`config.mk`:
```
export PLATFORM = sky130hd
export DESIGN_NAME = gpm_port
export DESIGN_NICKNAME = d
export VERILOG_FILES = /design/src/hdl/gpm_pkg.sv /design/src/hdl/gpm_irq_detect.sv /design/src/hdl/gpm_port.sv
export SDC_FILE = /design/constraint.sdc
export NUM_CORES = 1
export LEC_CHECK = 0
export BUFFER_PORTS_ARGS = -buffer_cell sky130_fd_sc_hd__buf_2
export CORE_ASPECT_RATIO = 1.25
export CORE_UTILIZATION = 50
export CTS_CLUSTER_SIZE = 14
export DETAILED_ROUTE_END_ITERATION = 12
export PLACE_DENSITY = 0.78
export RECOVER_POWER = 50
export SLEW_MARGIN = 0
export SYNTH_ARGS = -nofsm -noshare
export SYNTH_HDL_FRONTEND = slang
export SYNTH_SLANG_ARGS = --single-unit
```
`constraint.sdc`:
```
create_clock -name aclk -period 2.03 [get_ports aclk]
set_input_delay 0.203 -clock aclk [delete_from_list [all_inputs] [get_ports aclk]]
set_output_delay 0.203 -clock aclk [all_outputs]
set_load 0.03 [all_outputs]
```
`src/hdl/gpm_pkg.sv`:
```
// Package: register map, field layout, reset values and carriers of the GPIO upper bank
package gpm_pkg;
   localparam int GPM_PINS = 15;
   localparam int GPM_FW = 3;
   // Register byte offsets
   localparam logic [7:0] GPM_OFS_DATA = 8'h00;
   localparam logic [7:0] GPM_OFS_DIR = 8'h04;
   localparam logic [7:0] GPM_OFS_SENSE = 8'h10;
   localparam logic [7:0] GPM_OFS_BOTH = 8'h14;
   localparam logic [7:0] GPM_OFS_POL = 8'h18;
   localparam logic [7:0] GPM_OFS_IEN = 8'h1c;
   localparam logic [7:0] GPM_OFS_MIS = 8'h24;
   localparam logic [7:0] GPM_OFS_ACK = 8'h28;
   localparam logic [7:0] GPM_OFS_FUNC_LO = 8'h2c;
   localparam logic [7:0] GPM_OFS_FUNC_HI = 8'h30;
   localparam logic [7:0] GPM_OFS_SET = 8'h3c;
   localparam logic [7:0] GPM_OFS_CLR = 8'h40;
   localparam logic [7:0] GPM_OFS_TMR = 8'h44;
   // Reset values
   localparam logic [31:0] GPM_RST_ZERO = 32'h0000_0000;
   localparam logic [31:0] GPM_RST_FUNC_HI = 32'h0000_0110;
   localparam logic [31:0] GPM_RST_TMR = 32'h0000_0000;
   // Valid-bit masks of the function words
   localparam logic [31:0] GPM_MASK_FUNC_LO = 32'h7777_7777;
   localparam logic [31:0] GPM_MASK_FUNC_HI = 32'h0777_7777;
   // Function codes
   typedef enum logic [2:0] {
      GPM_FN_GPIO = 3'h0,
      GPM_FN_SER1 = 3'h1,
      GPM_FN_SER0 = 3'h4,
      GPM_FN_SER2 = 3'h5
   } gpm_fn_e;
   // AXI responses
   localparam logic [1:0] GPM_RESP_OKAY = 2'h0;
   localparam logic [1:0] GPM_RESP_SLVERR = 2'h2;
   // Pin-side signals of one function
   typedef struct packed {
      logic [14:0] out;
      logic [14:0] oe;
   } gpm_drive_s;
   // Timer capture input selections
   typedef struct packed {
      logic [7:0] t2_b;
      logic [7:0] t2_a;
      logic [7:0] t1_b;
      logic [7:0] t1_a;
   } gpm_tmr_sel_s;
endpackage : gpm_pkg

```
`src/hdl/gpm_irq_detect.sv`:
```
// Per-pin interrupt detector with sticky pending bits and acknowledge
`timescale 1ns/1ps
module gpm_irq_detect #(
   parameter int PINS = 15
) (
   // Clock and reset
   input wire logic aclk,
   input wire logic aresetn,
   // Pin levels and configuration
   input wire logic [PINS-1:0] pin_lvl,
   input wire logic [PINS-1:0] sense_level,
   input wire logic [PINS-1:0] both_edges,
   input wire logic [PINS-1:0] polarity_high,
   // Acknowledge strobe
   input wire logic [PINS-1:0] ack,
   // Raw pending bits
   output logic [PINS-1:0] pending
);
   logic [PINS-1:0] prev_r; // Last sampled level
   logic [PINS-1:0] event_w; // Qualifying event this cycle
   logic [PINS-1:0] pend_r; // Sticky pending

   initial begin
      if (PINS < 1 || PINS > 32) $error("gpm_irq_detect: PINS out of range");
   end

   // Event qualification per pin
   always_comb begin
      for (int i = 0; i < PINS; i++) begin
         if (sense_level[i]) begin
            event_w[i] = (pin_lvl[i] == polarity_high[i]);
         end else if (both_edges[i]) begin
            event_w[i] = pin_lvl[i] ^ prev_r[i];
         end else begin
            event_w[i] = (pin_lvl[i] ^ prev_r[i]) & (pin_lvl[i] == polarity_high[i]);
         end
      end
   end

   // Previous level for edge detection
   always_ff @(posedge aclk) begin
      if (!aresetn) prev_r <= '0;
      else prev_r <= pin_lvl;
   end

   // Sticky pending; new event beats acknowledge so nothing is lost
   always_ff @(posedge aclk) begin
      if (!aresetn) pend_r <= '0;
      else pend_r <= (pend_r & ~ack) | event_w;
   end

   assign pending = pend_r;
endmodule : gpm_irq_detect

```
`src/hdl/gpm_port.sv`:
```
// GPIO port: interrupt status, pin function select, bit set/clear, timer input routing
//
// Function
// - Read-only masked status, one bit per pin
// - Acknowledge write of one clears pending bit
// - Low function word, pins 0-7, nibbles
// - High function word, pins 8-14, 9/10 reset 1
// - Set word forces data bits of GPIO-mode pins to one
// - Clear word forces data bits of GPIO-mode pins to zero
// - Four byte-wide timer input pin selectors
// - Codes select GPIO, serial one, zero, two
// - Data drives GPIO outputs, reads pin levels
// - Masked status is pending AND enable
//
// Register access over AXI4-Lite was left to the implementer.
`timescale 1ns/1ps
module gpm_port
   import gpm_pkg::*;
#(
   parameter int PINS = 15
) (
   // Clock and reset
   input wire logic aclk,
   input wire logic aresetn,
   // AXI4-Lite write address
   input wire logic [7:0] s_axi_awaddr,
   input wire logic s_axi_awvalid,
   output logic s_axi_awready,
   // AXI4-Lite write data
   input wire logic [31:0] s_axi_wdata,
   input wire logic [3:0] s_axi_wstrb,
   input wire logic s_axi_wvalid,
   output logic s_axi_wready,
   // AXI4-Lite write response
   output logic [1:0] s_axi_bresp,
   output logic s_axi_bvalid,
   input wire logic s_axi_bready,
   // AXI4-Lite read address
   input wire logic [7:0] s_axi_araddr,
   input wire logic s_axi_arvalid,
   output logic s_axi_arready,
   // AXI4-Lite read data
   output logic [31:0] s_axi_rdata,
   output logic [1:0] s_axi_rresp,
   output logic s_axi_rvalid,
   input wire logic s_axi_rready,
   // Pins
   input wire logic [PINS-1:0] pin_in,
   output logic [PINS-1:0] pin_out,
   output logic [PINS-1:0] pin_oe,
   // Serial functions driving pins when selected
   input wire gpm_pkg::gpm_drive_s serial_function_zero,
   input wire gpm_pkg::gpm_drive_s serial_function_one,
   input wire gpm_pkg::gpm_drive_s serial_function_two,
   // Timer capture inputs
   output logic [3:0] timer_capture_in,
   output gpm_pkg::gpm_tmr_sel_s timer_input_routing
);
   ////////////////////////////////////////////////////////////////////////////////////////////////
   // Declarations
   logic [PINS-1:0] data_r; // Output data latch
   logic [PINS-1:0] dir_r; // One = output
   logic [PINS-1:0] sense_r; // One = level sensing
   logic [PINS-1:0] both_r; // One = both edges
   logic [PINS-1:0] pol_r; // One = rising/high
   logic [PINS-1:0] ien_r; // irq_enable_word
   logic [31:0] func_lo_r; // pin_function_low
   logic [31:0] func_hi_r; // pin_function_high
   logic [31:0] tmr_r; // timer_input_routing
   logic [PINS-1:0] pending; // Raw pending from detector
   logic [PINS-1:0] ack_w; // Acknowledge pulse
   logic [PINS-1:0] gpio_mode; // Pin in GPIO mode
   logic [2:0] code [PINS]; // Function code per pin
   logic [7:0] aw_addr_r; // Held write address
   logic aw_have_r; // Write address captured
   logic [31:0] w_data_r; // Held write data
   logic [3:0] w_strb_r; // Held strobes
   logic w_have_r; // Write data captured
   logic wr_go; // Both halves present
   logic [31:0] wmask; // Byte enables widened
   logic bvalid_r; // Write response pending
   logic [1:0] bresp_r; // Write response code
   logic rvalid_r; // Read data pending
   logic [31:0] rdata_r; // Read data
   logic [1:0] rresp_r; // Read response code
   logic [31:0] rd_val; // Decoded read value
   logic rd_ok; // Read address mapped

   // The serial drive carriers are fixed at fifteen pins, so wider ports cannot be served
   initial begin
      if (PINS < 9 || PINS > 15) $error("gpm_port: PINS must lie in 9..15");
   end

   // Widen pin vector into a 32-bit word, upper bits zero
   function automatic logic [31:0] widen(input logic [PINS-1:0] v);
      logic [31:0] w;
      w = '0;
      w[PINS-1:0] = v;
      return w;
   endfunction : widen

   // Merge write data into a register under byte enables
   function automatic logic [31:0] merge(input logic [31:0] old, input logic [31:0] nw,
                                         input logic [31:0] m);
      return (old & ~m) | (nw & m);
   endfunction : merge

   // Merge write data into a pin-wide register; the slice goes through a variable
   function automatic logic [PINS-1:0] merge_pins(input logic [PINS-1:0] old,
                                                  input logic [31:0] nw, input logic [31:0] m);
      logic [31:0] w;
      w = merge(widen(old), nw, m);
      return w[PINS-1:0];
   endfunction : merge_pins

   // Is the address a mapped, writable register
   function automatic logic wr_mapped(input logic [7:0] a);
      case (a)
         GPM_OFS_DATA, GPM_OFS_DIR, GPM_OFS_SENSE, GPM_OFS_BOTH, GPM_OFS_POL, GPM_OFS_IEN,
         GPM_OFS_ACK, GPM_OFS_FUNC_LO, GPM_OFS_FUNC_HI, GPM_OFS_SET, GPM_OFS_CLR,
         GPM_OFS_TMR: return 1'b1;
         default: return 1'b0;
      endcase
   endfunction : wr_mapped

   ////////////////////////////////////////////////////////////////////////////////////////////////
   // AXI4-Lite write channel
   assign s_axi_awready = !aw_have_r && !bvalid_r;
   assign s_axi_wready = !w_have_r && !bvalid_r;
   assign wr_go = aw_have_r && w_have_r;
   assign s_axi_bvalid = bvalid_r;
   assign s_axi_bresp = bresp_r;

   always_comb begin
      for (int b = 0; b < 4; b++) wmask[8*b +: 8] = {8{w_strb_r[b]}};
   end

   // Capture address and data in either order
   always_ff @(posedge aclk) begin
      if (!aresetn) begin
         aw_have_r <= 1'b0;
         aw_addr_r <= 8'h00;
      end else if (s_axi_awvalid && s_axi_awready) begin
         aw_have_r <= 1'b1;
         aw_addr_r <= {s_axi_awaddr[7:2], 2'b00};
      end else if (wr_go) begin
         aw_have_r <= 1'b0;
      end
   end

   // Write data and strobes, held until the write completes
   always_ff @(posedge aclk) begin
      if (!aresetn) begin
         w_have_r <= 1'b0;
         w_data_r <= 32'h0000_0000;
         w_strb_r <= 4'h0;
      end else if (s_axi_wvalid && s_axi_wready) begin
         w_have_r <= 1'b1;
         w_data_r <= s_axi_wdata;
         w_strb_r <= s_axi_wstrb;
      end else if (wr_go) begin
         w_have_r <= 1'b0;
      end
   end

   // Response one cycle after both halves are held; unmapped gets SLVERR
   // A low bready holds the response, and no new write is taken meanwhile
   always_ff @(posedge aclk) begin
      if (!aresetn) begin
         bvalid_r <= 1'b0;
         bresp_r <= GPM_RESP_OKAY;
      end else if (wr_go) begin
         bvalid_r <= 1'b1;
         bresp_r <= wr_mapped(aw_addr_r) ? GPM_RESP_OKAY : GPM_RESP_SLVERR;
      end else if (s_axi_bready) begin
         bvalid_r <= 1'b0;
      end
   end

   ////////////////////////////////////////////////////////////////////////////////////////////////
   // Register writes
   // Output data: plain write, then set/clear only on GPIO-mode pins
   // Set/clear on serial pins is dropped, so a serial drive is never disturbed
   always_ff @(posedge aclk) begin
      if (!aresetn) begin
         data_r <= GPM_RST_ZERO[PINS-1:0];
      end else if (wr_go && aw_addr_r == GPM_OFS_DATA) begin
         data_r <= merge_pins(data_r, w_data_r, wmask);
      end else if (wr_go && aw_addr_r == GPM_OFS_SET) begin
         data_r <= data_r | (w_data_r[PINS-1:0] & wmask[PINS-1:0] & gpio_mode);
      end else if (wr_go && aw_addr_r == GPM_OFS_CLR) begin
         data_r <= data_r & ~(w_data_r[PINS-1:0] & wmask[PINS-1:0] & gpio_mode);
      end
   end

   // Direction and interrupt configuration words
   always_ff @(posedge aclk) begin
      if (!aresetn) begin
         dir_r <= GPM_RST_ZERO[PINS-1:0];
         sense_r <= GPM_RST_ZERO[PINS-1:0];
         both_r <= GPM_RST_ZERO[PINS-1:0];
         pol_r <= GPM_RST_ZERO[PINS-1:0];
         ien_r <= GPM_RST_ZERO[PINS-1:0];
      end else if (wr_go) begin
         case (aw_addr_r)
            GPM_OFS_DIR: dir_r <= merge_pins(dir_r, w_data_r, wmask);
            GPM_OFS_SENSE: sense_r <= merge_pins(sense_r, w_data_r, wmask);
            GPM_OFS_BOTH: both_r <= merge_pins(both_r, w_data_r, wmask);
            GPM_OFS_POL: pol_r <= merge_pins(pol_r, w_data_r, wmask);
            GPM_OFS_IEN: ien_r <= merge_pins(ien_r, w_data_r, wmask);
            default: ;
         endcase
      end
   end

   // Function select words; reserved bits forced to zero
   always_ff @(posedge aclk) begin
      if (!aresetn) begin
         func_lo_r <= GPM_RST_ZERO;
         func_hi_r <= GPM_RST_FUNC_HI;
      end else if (wr_go && aw_addr_r == GPM_OFS_FUNC_LO) begin
         func_lo_r <= merge(func_lo_r, w_data_r, wmask) & GPM_MASK_FUNC_LO;
      end else if (wr_go && aw_addr_r == GPM_OFS_FUNC_HI) begin
         func_hi_r <= merge(func_hi_r, w_data_r, wmask) & GPM_MASK_FUNC_HI;
      end
   end

   // Timer input routing word
   always_ff @(posedge aclk) begin
      if (!aresetn) tmr_r <= GPM_RST_TMR;
      else if (wr_go && aw_addr_r == GPM_OFS_TMR) tmr_r <= merge(tmr_r, w_data_r, wmask);
   end

   // Acknowledge is a pulse, never stored
   assign ack_w = (wr_go && aw_addr_r == GPM_OFS_ACK) ?
                  (w_data_r[PINS-1:0] & wmask[PINS-1:0]) : '0;

   ////////////////////////////////////////////////////////////////////////////////////////////////
   // Pin function multiplexing
   always_comb begin
      for (int i = 0; i < PINS; i++) begin
         code[i] = (i < 8) ? func_lo_r[4*i +: 3] : func_hi_r[4*(i-8) +: 3];
      end
   end

   // Each pin picks its driver by code; unknown codes leave the pin undriven
   always_comb begin
      for (int i = 0; i < PINS; i++) begin
         gpio_mode[i] = 1'b0;
         case (gpm_fn_e'(code[i]))
            GPM_FN_GPIO: begin
               gpio_mode[i] = 1'b1;
               pin_out[i] = data_r[i];
               pin_oe[i] = dir_r[i];
            end
            GPM_FN_SER1: begin
               pin_out[i] = serial_function_one.out[i];
               pin_oe[i] = serial_function_one.oe[i];
            end
            GPM_FN_SER0: begin
               pin_out[i] = serial_function_zero.out[i];
               pin_oe[i] = serial_function_zero.oe[i];
            end
            GPM_FN_SER2: begin
               pin_out[i] = serial_function_two.out[i];
               pin_oe[i] = serial_function_two.oe[i];
            end
            default: begin
               pin_out[i] = 1'b0;
               pin_oe[i] = 1'b0;
            end
         endcase
      end
   end

   // Timer capture inputs; an index beyond the last pin reads low
   assign timer_input_routing = gpm_tmr_sel_s'(tmr_r);
   always_comb begin
      for (int t = 0; t < 4; t++) begin
         timer_capture_in[t] = (tmr_r[8*t +: 8] < 8'(PINS)) ?
                               pin_in[tmr_r[8*t +: 4]] : 1'b0;
      end
   end

   ////////////////////////////////////////////////////////////////////////////////////////////////
   // Interrupt detection
   gpm_irq_detect #(
      .PINS(PINS)
   ) u_irq (
      .aclk(aclk),
      .aresetn(aresetn),
      .pin_lvl(pin_in),
      .sense_level(sense_r),
      .both_edges(both_r),
      .polarity_high(pol_r),
      .ack(ack_w),
      .pending(pending)
   );

   ////////////////////////////////////////////////////////////////////////////////////////////////
   // AXI4-Lite read channel
   // Reads never stall: arready drops only while read data waits
   assign s_axi_arready = !rvalid_r;
   assign s_axi_rvalid = rvalid_r;
   assign s_axi_rdata = rdata_r;
   assign s_axi_rresp = rresp_r;

   // Read decode; write-only acknowledge reads zero
   always_comb begin
      rd_ok = 1'b1;
      case ({s_axi_araddr[7:2], 2'b00})
         GPM_OFS_DATA: rd_val = widen(pin_in);
         GPM_OFS_DIR: rd_val = widen(dir_r);
         GPM_OFS_SENSE: rd_val = widen(sense_r);
         GPM_OFS_BOTH: rd_val = widen(both_r);
         GPM_OFS_POL: rd_val = widen(pol_r);
         GPM_OFS_IEN: rd_val = widen(ien_r);
         GPM_OFS_MIS: rd_val = widen(pending & ien_r);
         GPM_OFS_ACK: rd_val = GPM_RST_ZERO;
         GPM_OFS_FUNC_LO: rd_val = func_lo_r;
         GPM_OFS_FUNC_HI: rd_val = func_hi_r;
         GPM_OFS_SET: rd_val = GPM_RST_ZERO;
         GPM_OFS_CLR: rd_val = GPM_RST_ZERO;
         GPM_OFS_TMR: rd_val = tmr_r;
         default: begin
            rd_val = GPM_RST_ZERO;
            rd_ok = 1'b0;
         end
      endcase
   end

   // Read data registered, answered the cycle after the address is taken
   always_ff @(posedge aclk) begin
      if (!aresetn) begin
         rvalid_r <= 1'b0;
         rdata_r <= GPM_RST_ZERO;
         rresp_r <= GPM_RESP_OKAY;
      end else if (s_axi_arvalid && s_axi_arready) begin
         rvalid_r <= 1'b1;
         rdata_r <= rd_val;
         rresp_r <= rd_ok ? GPM_RESP_OKAY : GPM_RESP_SLVERR;
      end else if (s_axi_rready) begin
         rvalid_r <= 1'b0;
      end
   end
endmodule : gpm_port

```
## Word level (Yosys, flattened, before mapping)

Index checks and enable logic that the tools add are counted.

| word-level totals | value |
|---|---|
| bits of input ports | 164 |
| flip-flop bits (word level) | 279 |
| output and inout port bits | 107 |
| word-level logic and storage cells | 324 |

| operators by class | value |
|---|---|
| magnitude comparators | 8 |
| equality and inequality tests | 83 |
| bitwise gates (word level) | 60 |
| muxes and demuxes | 105 |
| reduce and logical (&&, ||, !) cells | 47 |

Operator list:

| cell | count |
|---|---|
| $pmux W32 S10 | 1 |
| $and A15 B15 Y15 | 11 |
| $or A15 B15 Y15 | 8 |
| $pmux W1 S4 | 30 |
| $eq A3 B3 Y1 const B | 30 |
| $and A32 B32 Y32 | 2 |
| $mux W1 | 64 |
| $mux W15 | 4 |
| $eq A6 B4 Y1 const B | 9 |
| $eq A6 B3 Y1 const B | 8 |
| $eq A3 B1 Y1 const B | 15 |
| $logic_not A3 Y1 | 15 |
| $lt A8 B4 Y1 const B | 4 |
| $not A32 Y32 | 1 |
| $or A32 B32 Y32 | 1 |
| $and A31 B31 Y31 | 1 |
| $or A31 B31 Y31 | 1 |
| $not A15 Y15 | 2 |
| $and A27 B27 Y27 | 1 |
| $or A27 B27 Y27 | 1 |
| $eq A6 B5 Y1 const B | 4 |
| $lt A4 B5 Y1 const B | 4 |
| $bmux W1 S4 | 4 |
| $and A1 B1 Y1 | 15 |
| other kinds (14) | 67 |

## Longest topological paths before layout

Gate-level depths: netlist of the first run.

| depth | value |
|---|---|
| depth after elaboration | 8 |
| depth in mapped cells | 8 |
| gate-level depth less buffers | 5 |

## Cells and area by module

A second synthesis of the first run with hierarchy kept.

| unflattened totals | value |
|---|---|
| cell total of the unflattened synthesis | 1492 |
| area, all modules | 14495.2 sq um |

Modules (own cells, without submodules):

| module | area each (sq um) | instances | seq. area each (sq um) | cells each |
|---|---|---|---|---|
| gpm_port | 13112.6 | 1 | 4944.7 | 1353 |
| gpm_irq_detect | 1382.6 | 1 | 600.6 | 139 |

## Worst setup path after synthesis of the first run

OpenSTA, ideal clock, no wires.

| path | value |
|---|---|
| kind | register to output |
| start | reg with a tool-made name |
| end | out timer_capture_in[3] |
| arrival time | 2.049 ns |
| data required time | 1.827 ns |
| setup slack | -0.222 ns |
| cell stages (with the launch flop) | 5 |
| buffers on the path | 1 |
| cells stage by stage | dfxtp_1 -> clkbuf_1 -> mux4_2 -> mux4_2 -> and2_1 |

RTL lines:

| item | line | text |
|---|---|---|
| end, declared | gpm_port.sv:56 | `output logic [3:0] timer_capture_in,` |

==> results of run 1 <==
## cell usage after synthesis, drive strengths merged (16+ instances only)
cell / instances
a21oi: 90
a22oi: 56
and2: 18
buf: 38
clkbuf: 100
dfxtp: 277
mux2i: 63
mux4: 40
nand2: 189
nand3: 129
nor2: 91
nor2b: 50
nor3: 20
o211ai: 18
o21ai: 126
xor2: 16
## cell usage in the layout, fill, tap and decap left out, types with 12 or more instances in the layout
cell type	synthesis	routed
dfxtp_1	277	254
nor2b_1	50	50
xor2_1	16	16
clkbuf_16	0	27
o211ai_1	18	18
mux2i_1	63	63
o21ai_0	57	62
a22oi_1	55	55
buf_2	21	191
o22ai_1	15	15
dlygate4sd3_1	0	44
xnor2_1	15	15
and2_1	18	14
clkbuf_1	100	76
a222oi_1	12	12
nand3_1	128	128
a21oi_1	90	90
dfxtp_4	0	18
buf_4	5	100
nand2_1	188	187
o21ai_1	69	62
nor3_1	17	17
mux4_2	40	40
nor2_1	85	84
o41ai_1	15	15
a21o_1	14	14
## through the flow
stage	instances	worst slack [ps]	hold WS (ps)	cell area, µm²	utilization [%]
2_1_floorplan	1506	-121.4	339.0	13290	-
3_3_place_gp	2079	-99.11	433.4	15410	59.24
3_5_place_dp	2079	-120.5	435.3	15410	59.24
4_1_cts	2180	-479.9	16.99	16910	65.02
5_1_grt	2181	-528.2	19.93	16820	64.67
6_report	2182	-479.9	28.55	16820	64.68
## area by class of cell
| type | count | area (µm²) | area share (%) |
|---|---|---|---|
| tap | 340 | 425.4 | 2.528 |
| multi-input combinational | 1084 | 7163 | 42.57 |
| clock buffer | 40 | 794.5 | 4.722 |
| timing repair buffer | 424 | 2664 | 15.83 |
| antenna | 1 | 2.502 | 0.01487 |
| clock inverter | 9 | 128.9 | 0.7660 |
| sequential | 277 | 5619 | 33.40 |
| inverter | 7 | 27.53 | 0.1636 |
## routing by layer
metal	wire [µm]	track usage (%)
met2	23210	58.66
met4	3807	24.21
met5	0	0
met3	5497	6.361
met1	17900	43.53
## power groups by stage
stage          sequential [µW]  clock (µW)  combinational, µW
2_1_floorplan             5720           0                663
3_3_place_gp              5790           0               1060
3_5_place_dp              5800           0               1080
4_1_cts                   5670        5260               1160
5_1_grt                   5670        5480               1250
6_report                  5660        5260               1180
## worst paths after layout
kind | startpoint | to | cells after the start
setup / recovery | flip-flop | timer_capture_in[3] | 4
hold / removal | pin_in[14] | u_irq.prev_r[14] | 2
setup reg to reg | s_axi_rvalid | s_axi_rdata[14] | 5
hold reg to reg | s_axi_rdata[16] | s_axi_rdata[16] | 2
## kinds of logic (layout without fill, tap and decap cells)
| family | after synthesis | after routing | share of synthesized area, % |
|---|---|---|---|
| simple gates | 557 | 557 | 20.99 |
| xor+xnor | 31 | 31 | 2.046 |
| buf+inv | 145 | 480 | 4.668 |
| mux | 107 | 107 | 11.88 |
| compound gates | 387 | 387 | 18.59 |
| flops | 277 | 277 | 41.80 |
| other cells | 1 | 3 | 0.02826 |
## repair_timing
item	in CTS	in global routing
hold buffers	44	0
pin swaps	2	3
setup endpoints to repair	32	45
cloned	0	0
buffers inserted	8	1
resized for setup	46	26
hold endpoints to repair	44	0
==> impl_metrics.py, run 1 <==
metrics = {
    "detailed_routing": {
        "finalWirelength_um": 50420,
        "drtAntennaViolNets": 0,
        "vias": 13823,
        "post-route-drc-count": 0,
        "initialDrtViolationCount": 1549,
        "wl_per_cell_um": 23.11,
        "routed_via_density": 6.335,
        "drtPass1Iterations": 6,
    },
    "synthesis": {
        "mappedNetlistArea_um2": 13270,
        "synth_edf_count": 0,
        "synthCells": 1505,
        "synth_flop_cell": "dfxtp_1",
        "post-synth-top-area-cell": "dfxtp_1",
        "synthArstFlopShare_pct": 0,
        "yosysTopAreaCellShare_pct": 41.80,
        "ys_warn_count": 0,
        "ys_top_cells_by_area": "dfxtp_1 (42%), mux4_2 (6.8%), nand2_1 (5.3%), nand3_1 (4.8%), mux2i_1 (4.8%)",
        "ys_ff_latch": 277,
        "syn_area_per_cell_um2": 8.816,
        "ys_types": 71,
        "synth.yosys.seq_area_share_pct": 41.80,
    },
    "critical_path": {
        "critPathMostFrequentCell": "mux4_2",
        "crit_arrival_ps": 2310,
        "cpPeakStageDelay_ps": 540,
        "crit_family": "multiplexers",
        "ff2ff_setup_slack_ps": 70,
        "critPathMaxFanout": 4,
        "criticalPathCategory": "flip-flop to output port",
        "path_buf_inv": 1,
        "cp_slowest_cell": "mux4_2",
        "path_cells": "mux4_2 -> mux4_2 -> and2_4 -> buf_6",
        "critical_path.endpoint_type": "output port",
        "worstSetupStartpointType": "flip-flop",
        "crit_required_ps": 1830,
    },
    "timing": {
        "hold_viol": 0,
        "finalSetupViolCount": 43,
        "fin_setup_tns_ps": -8452,
        "worst_slack_ps": -479.9,
        "slew_headroom_pct": -16.98,
        "fin_crit_ps": 2510,
        "worstMarginPinSlew_ps": 1755,
        "rsz0062_at_grt": "yes",
        "post-route-period-util_pct": 123.6,
        "finalMaxSlewViolations": 81,
        "fmax_ghz": 0.3984,
        "fin_skew_ps": 17.46,
    },
    "die": {
        "core_um2": 26010,
        "start_util_pct": 51.01,
        "fp.dieH_um": 184.1,
        "io_pins": 271,
        "num_rows": 66,
        "die_area_um2": 27200,
        "die_w_um": 147.7,
    },
    "layout": {
        "layout.nets": 1985,
        "drive_above_1_share_pct": 24.93,
        "area_growth_pct": 26.81,
        "fill_cells": 2158,
    },
    "clocking": {
        "cts_tree": "yes",
        "clk_path_buf_depth": 3,
        "htreeDepth": 1,
        "clockRootBuffer": "clkbuf_16",
        "clk_latency_ps": 540,
        "cts_sinks": 277,
        "cts_buffers": 27,
        "path_clk_slew_ps": 70,
    },
    "global_route": {
        "track_usage_pct": 36.02,
        "grt_pass1_wl_um": 74750,
        "grt_overflow": 0,
        "grt_max_degree": 118,
        "grt_pass1_vias": 13014,
        "antenna_found_initial": 1,
    },
    "placed_design": {
        "io_buffers": 264,
        "gp_congestion": 0.9374,
        "dp_hpwl_um": 34810,
    },
    "pwr": {
        "clkPwrFrac_pct": 43.5,
        "p_seq_share_pct": 46.8,
        "intPower_uw": 9098,
        "p_switching_uw": 3006,
        "ir_worst_vdd_mv": 0.6041,
        "p_leak_uw": 0.006511,
        "p_per_area_nw_per_um2": 719.4,
        "swShare_pct": 24.83,
        "combinationalPowerShare_pct": 9.8,
        "power_uw": 12100,
    },
    "hold_path": {
        "hold_class": "primary input to flip-flop",
    },
    "run_status": {
        "violations": "max-capacitance violations, max-slew violations, negative setup slack",
        "status": "complete, but fails checks",
    },
    "job": {
        "maxCapViolations": 1,
    },
}
Note: power is estimated with default switching activity, not from simulation.
==> run 2: changes to the inputs <==
--- a/config.mk
+++ b/config.mk
@@ -5,7 +5,7 @@
 export SDC_FILE = /design/constraint.sdc
 export NUM_CORES = 1
 export LEC_CHECK = 0
-export BUFFER_PORTS_ARGS = -buffer_cell sky130_fd_sc_hd__buf_2
+export BUFFER_PORTS_ARGS = -buffer_cell sky130_fd_sc_hd__buf_4
 export CORE_ASPECT_RATIO = 1.25
 export CORE_UTILIZATION = 50
 export CTS_CLUSTER_SIZE = 14
==> constraint.sdc (replaced) <==
create_clock -name aclk -period 2.1 [get_ports aclk]
set_input_delay 0.21 -clock aclk [delete_from_list [all_inputs] [get_ports aclk]]
set_output_delay 0.21 -clock aclk [all_outputs]
set_load 0.03 [all_outputs]
==> run 2 against run 1 <==
  * The flow finishes with violations (negative setup slack)
  * Non-clock buffer count fell by 29
  * Clock power is 4.6% higher
  * Global-route usage is 0.19 points higher
  * Highest routed layer unchanged
==> impl_metrics.py, run 2 (synthesized netlist as in run 1, its figures left out) <==
metrics = {
    "timing": {
        "fin_setup_tns_ps": -826.1,
        "fin_skew_ps": 29.85,
        "worst_slack_ps": -360.5,
        "worstMarginPinSlew_ps": 1396,
        "slew_headroom_pct": 6.950,
        "fmax_ghz": 0.4064,
        "finalMaxSlewViolations": 0,
        "hold_slack_ps": 13.51,
        "fin_crit_ps": 2460,
        "finalSetupViolCount": 4,
        "hold_viol": 0,
        "post-route-period-util_pct": 117.2,
        "rsz0062_at_grt": "yes",
    },
    "critical_path": {
        "r2r-start": "w_have_r",
        "ff2ff_path_depth": 5,
        "cp_slowest_cell": "mux4_2",
        "cpPeakStageDelay_ps": 500,
        "crit_required_ps": 1890,
        "critPathMaxFanout": 4,
        "ff2ff_setup_slack_ps": 50,
        "critical_path.endpoint_type": "output port",
        "cp_num_cells": 4,
        "crit_family": "multiplexers",
        "path_buf_inv": 1,
        "worstSetupStartpointType": "flip-flop",
        "crit_arrival_ps": 2250,
        "criticalPathCategory": "flip-flop to output port",
        "critPathMostFrequentCell": "mux4_2",
        "path_cells": "mux4_2 -> mux4_2 -> and2_4 -> buf_6",
    },
    "layout": {
        "seqCellArea_um2": 5588,
        "layout.nets": 1956,
        "layout_commonest_cell": "dfxtp_1",
        "drive_above_1_share_pct": 23.68,
        "fill_cells": 2136,
        "multi_input_area_um2": 7182,
        "area_growth_pct": 29.50,
        "most-common-layout-cells": "dfxtp_1 (257), buf_4 (254), nand2_1 (186)",
        "n_antenna_cell": 0,
    },
    "global_route": {
        "grt_overflow": 0,
        "track_usage_pct": 36.21,
        "grt_max_degree": 120,
        "grt_pass1_vias": 13107,
        "use_met2_pct": 59.34,
        "grt_use_met3_pct": 6.931,
        "grtUsageMet1_pct": 44.44,
        "grt_pass1_wl_um": 75330,
        "top_usage_layer": "met2",
        "antenna_found_initial": 0,
    },
    "detailed_routing": {
        "finalWirelength_um": 50520,
        "routed_via_density": 6.368,
        "post-route-drc-count": 0,
        "vias": 13705,
        "wl_per_cell_um": 23.48,
        "drtAntennaViolNets": 0,
        "initialDrtViolationCount": 1607,
        "drtPass1Iterations": 6,
    },
    "die": {
        "fp.dieH_um": 184.1,
        "die_area_um2": 27200,
        "core_um2": 26010,
        "die_w_um": 147.7,
        "io_pins": 271,
        "num_rows": 66,
        "start_util_pct": 51.01,
    },
    "placed_design": {
        "gp_congestion": 0.9379,
        "dp_hpwl_um": 34600,
        "io_buffers": 264,
    },
    "clocking": {
        "clk_latency_ps": 560,
        "cts_tree": "yes",
        "clockRootBuffer": "clkbuf_16",
        "htreeDepth": 1,
        "path_clk_slew_ps": 60,
        "clk_path_buf_depth": 3,
        "cts_buffers": 27,
        "cts_sinks": 277,
    },
    "job": {
        "maxCapViolations": 0,
    },
    "run_status": {
        "violations": "negative setup slack",
        "status": "complete, but fails checks",
    },
    "hold_path": {
        "hold_depth": 2,
        "holdCritStartpoint": "pin_in[10]",
        "hold_class": "primary input to flip-flop",
        "whs_endpoint": "u_irq.prev_r[10]",
    },
    "pwr": {
        "ir_worst_vdd_mv": 1.168,
        "power_uw": 12190,
        "p_per_area_nw_per_um2": 709.6,
        "p_leak_uw": 0.006550,
    },
}
## run 2: area by class of cell
type	count	share of cell area, %
multi-input cells	1084	41.80
clock buffers	35	4.398
repair buffers	395	17.19
inverters	7	0.1602
well taps	340	2.476
clock inverters	14	1.449
flip-flops and latches	277	32.52
## run 2: metrics by stage
stage          instances  utilization, %  instance area, µm²  worst slack [ps]
6_report            2152           66.05               17180            -360.5
5_1_grt             2152           66.05               17180            -384.7
4_1_cts             2148           66.92               17410            -362.6
3_5_place_dp        2049           60.90               15840             62.77
3_3_place_gp        2049           60.90               15840             123.4
2_1_floorplan       1506               -               13290            -58.42
## run 2: what timing repair did
action | in CTS | in global routing
buffers inserted | 0 | 4
pin swaps | 2 | 5
resized for setup | 35 | 26
hold endpoints to repair | 50 | 0
hold buffers | 50 | 0
setup endpoints to repair | 26 | 46
## run 2: power by group
part           switching, µW  leakage [µW]  internal, µW
sequential               149       0.00226          5350
combinational            668       0.00379           529
clock                   2110      0.000499          3390
total                   2930       0.00655          9270
## run 2: worst max path at each step
stage | from | endpoint | slack (ps)
floorplan | flip-flop | timer_capture_in[3] | -60
global placement | flip-flop | timer_capture_in[3] | 120
detailed placement | w_have_r | flip-flop | 60
CTS | flip-flop | timer_capture_in[3] | -360
global route | flip-flop | timer_capture_in[3] | -380
finish | flip-flop | timer_capture_in[3] | -360
## run 2: per-layer routing
metal | share of wire [%] | wire, µm | up-vias
li1 | - | - | 6041
met1 | 35 | 17760 | 6466
met2 | 47 | 23710 | 983
met3 | 12 | 5871 | 215
met4 | 6.3 | 3179 | 0
met5 | 0 | 0 | -
==> run 3: changes to the inputs <==
--- a/config.mk
+++ b/config.mk
@@ -5,12 +5,13 @@
 export SDC_FILE = /design/constraint.sdc
 export NUM_CORES = 1
 export LEC_CHECK = 0
+export ABC_AREA = 1
 export BUFFER_PORTS_ARGS = -buffer_cell sky130_fd_sc_hd__buf_4
 export CORE_ASPECT_RATIO = 1.25
 export CORE_UTILIZATION = 50
 export CTS_CLUSTER_SIZE = 14
 export DETAILED_ROUTE_END_ITERATION = 12
-export PLACE_DENSITY = 0.78
+export PLACE_DENSITY = 0.77
 export RECOVER_POWER = 50
 export SLEW_MARGIN = 0
 export SYNTH_ARGS = -nofsm -noshare
==> run 3 against run 2 <==
  * The run ends with negative hold slack, max-capacitance violations, max-slew violations, negative setup slack left
  * Register-to-register slack better by 150 ps
  * Fmax up 15%
  * Clock skew down 10 ps
  * Combinational power up 17%
  * First-iteration DRC count up 5.5%
  * Critical path type unchanged
  * Routed wire length up 9.3%
  * Sequential share of layout area down 0.96 points
  * Setup slack better by 330 ps
  * Cell count up 25%
  * Critical path depth up 2
  * Critical endpoint unchanged
==> impl_metrics.py, run 3 <==
metrics = {
    "timing": {
        "hold_viol": 1,
        "hold_slack_ps": -8.688,
        "fin_skew_ps": 19.51,
        "finalMaxSlewViolations": 99,
        "slew_headroom_pct": -3.381,
        "fin_crit_ps": 2131,
        "rsz0062_at_grt": "yes",
        "worstMarginPinSlew_ps": 1551,
        "fin_setup_tns_ps": -31.49,
        "finalSetupViolCount": 1,
        "fmax_ghz": 0.4692,
        "post-route-period-util_pct": 101.5,
        "worst_slack_ps": -31.49,
    },
    "placed_design": {
        "io_buffers": 264,
        "placed_area_um2": 16360,
        "dp_hpwl_um": 40290,
        "gp_congestion": 0.9928,
    },
    "global_route": {
        "grt_pass1_vias": 15450,
        "grt_overflow": 0,
        "grt_max_degree": 99,
        "antenna_found_initial": 0,
        "grt_pass1_wl_um": 83920,
        "track_usage_pct": 38.67,
    },
    "layout": {
        "drive_above_1_share_pct": 16.81,
        "utilization_pct": 65.62,
        "area_growth_pct": 28.34,
        "seqCellArea_um2": 5573,
        "final_area_um2": 17660,
        "layout.nets": 2494,
        "most-common-layout-cells": "nand2_1 (344), buf_4 (288), dfxtp_1 (267)",
        "n_antenna_cell": 0,
        "fill_cells": 2457,
        "multi_input_area_um2": 7046,
        "layout_commonest_cell": "nand2_1",
    },
    "critical_path": {
        "crit_arrival_ps": 1920,
        "ff2ff_path_depth": 8,
        "r2r-start": "aw_have_r",
        "critical_path.endpoint_type": "output port",
        "critPathMostFrequentCell": "buf_6",
        "cpPeakStageDelay_ps": 340,
        "cp_slowest_cell": "dfxtp_2",
        "worstSetupStartpointType": "flip-flop",
        "critPathMaxFanout": 11,
        "crit_required_ps": 1890,
        "path_cells": "buf_6 -> o21ai_0 -> o221ai_1 -> nand2_1 -> a21oi_4 -> buf_6",
        "ff2ff_setup_slack_ps": 200,
        "criticalPathCategory": "flip-flop to output port",
    },
    "synthesis": {
        "ys_warn_count": 0,
        "yosysMostFrequentCell": "nand2_1",
        "synth_top_family_by_area": "simple AND/OR/NAND/NOR gates",
        "syn_area_per_cell_um2": 6.775,
        "synth_xor_area_share_pct": 0.8912,
        "ys_types": 38,
        "synthCells": 2031,
        "post-synth-top-area-cell": "dfxtp_1",
        "synthArstFlopShare_pct": 0,
        "synthSimpleGateAreaFrac_pct": 28.82,
        "synth_compound_area_share_pct": 20.86,
        "synth_mux_area_share_pct": 0,
        "netlist_top_cells_count": "nand2_1 (346), dfxtp_1 (277), a21oi_1 (240)",
        "synthAdderAreaFrac_pct": 0,
        "yosysTopAreaCellShare_pct": 40.30,
        "ys_ff_latch": 277,
        "synth_edf_count": 0,
        "mappedNetlistArea_um2": 13760,
        "ys_top_cells_by_area": "dfxtp_1 (40%), nand2_1 (9.4%), a21oi_1 (8.7%), nand3_1 (6.8%), o21ai_0 (6.5%)",
        "synth_flop_cell": "dfxtp_1",
        "synth.yosys.seq_area_share_pct": 40.30,
    },
    "die": {
        "die_w_um": 150.4,
        "start_util_pct": 51.13,
        "io_pins": 271,
        "die_area_um2": 28190,
        "num_rows": 67,
        "core_um2": 26910,
        "fp.dieH_um": 187.5,
    },
    "detailed_routing": {
        "initialDrtViolationCount": 1696,
        "finalWirelength_um": 55230,
        "wl_per_cell_um": 20.49,
        "drtAntennaViolNets": 0,
        "routed_via_density": 6.098,
        "vias": 16435,
        "drtPass1Iterations": 7,
        "post-route-drc-count": 0,
    },
    "clocking": {
        "htreeDepth": 1,
        "cts_tree": "yes",
        "path_clk_slew_ps": 70,
        "clk_path_buf_depth": 3,
        "cts_sinks": 277,
        "cts_buffers": 27,
        "clk_latency_ps": 560,
        "clockRootBuffer": "clkbuf_16",
    },
    "run_status": {
        "status": "complete, but fails checks",
        "violations": "negative hold slack, max-capacitance violations, max-slew violations, negative setup slack",
    },
    "hold_path": {
        "holdCritStartpoint": "s_axi_wstrb[1]",
        "hold_depth": 3,
        "whs_endpoint": "w_strb_r[1]",
        "hold_class": "primary input to flip-flop",
    },
    "pwr": {
        "p_leak_uw": 0.007193,
        "p_per_area_nw_per_um2": 665.7,
        "ir_worst_vdd_mv": 0.5777,
    },
    "job": {
        "maxCapViolations": 1,
    },
}
==> run 3: cell count changes after synthesis, sizes merged, moves of 68 or more <==
cell and delta:
inv +178, nand2 +158, a21oi +151, nand4 +127
nor2 +122, o21ai +68
==> run 3: metrics by stage <==
stage / std cells / worst slack, ps / power [µW]
2_1_floorplan: 2032 / 156.1 / 6227
3_3_place_gp: 2594 / 339.5 / 6861
3_5_place_dp: 2594 / 320.5 / 6882
4_1_cts: 2691 / 0.5884 / 11710
5_1_grt: 2695 / -134.0 / 12060
6_report: 2695 / -31.49 / 11750
==> run 3: cells by family after synthesis <==
logic type,Yosys count
other cells,1
flops,277
simple gates,889
buf+inv,322
compound gates,528
xor+xnor,14
==> run 3: repair_timing <==
item / CTS / global route
gates cloned: 0 / 1
buffers inserted: 0 / 3
endpoints found under the hold margin: 47 / 0
hold buffers: 48 / 0
setup endpoints to repair: 4 / 4
pin swaps: 1 / 10
gates resized for setup: 19 / 42
==> run 3: worst max-delay path by stage <==
stage	end	slack (ps)	from	cells past startpoint
2_1_floorplan	timer_capture_in[2]	160	flip-flop	6
3_3_place_gp	timer_capture_in[0]	340	flip-flop	10
3_5_place_dp	flip-flop	320	aw_addr_r[5]	7
4_1_cts	timer_capture_in[3]	0.6	flip-flop	7
5_1_grt	timer_capture_in[3]	-130	flip-flop	6
6_report	timer_capture_in[3]	-30	flip-flop	6
==> run 3: final cells by class <==
cell class / instances / area share (%)
multi-input cells: 1433 / 39.90
well taps: 345 / 2.445
flip-flops and latches: 277 / 31.56
inverters: 186 / 4.060
clock inverters: 9 / 0.4393
repair inverters: 1 / 0.04251
clock buffers: 40 / 4.499
repair buffers: 404 / 17.06
==> run 3: where the power goes <==
part	switching, µW	leakage [µW]	internal, µW
clock	2130	0.000436	2740
sequential	115	0.00226	5370
combinational	862	0.00450	537
==> run 3: critical path: cells and delay by family (launching register included) <==
kind            cells  cell delay, ps
simple gates        1             130
buf+inv             2             300
compound gates      3             600
flops               1             340
==> run 3: layer usage <==
layer  up-vias  wire length [µm]  GRT usage [%]
li1       7567                 -              -
met1      7562             19630          45.09
met2      1057             25980          64.25
met3       249              5590          7.122
met4         0              4028          24.98
met5         -                 0              0
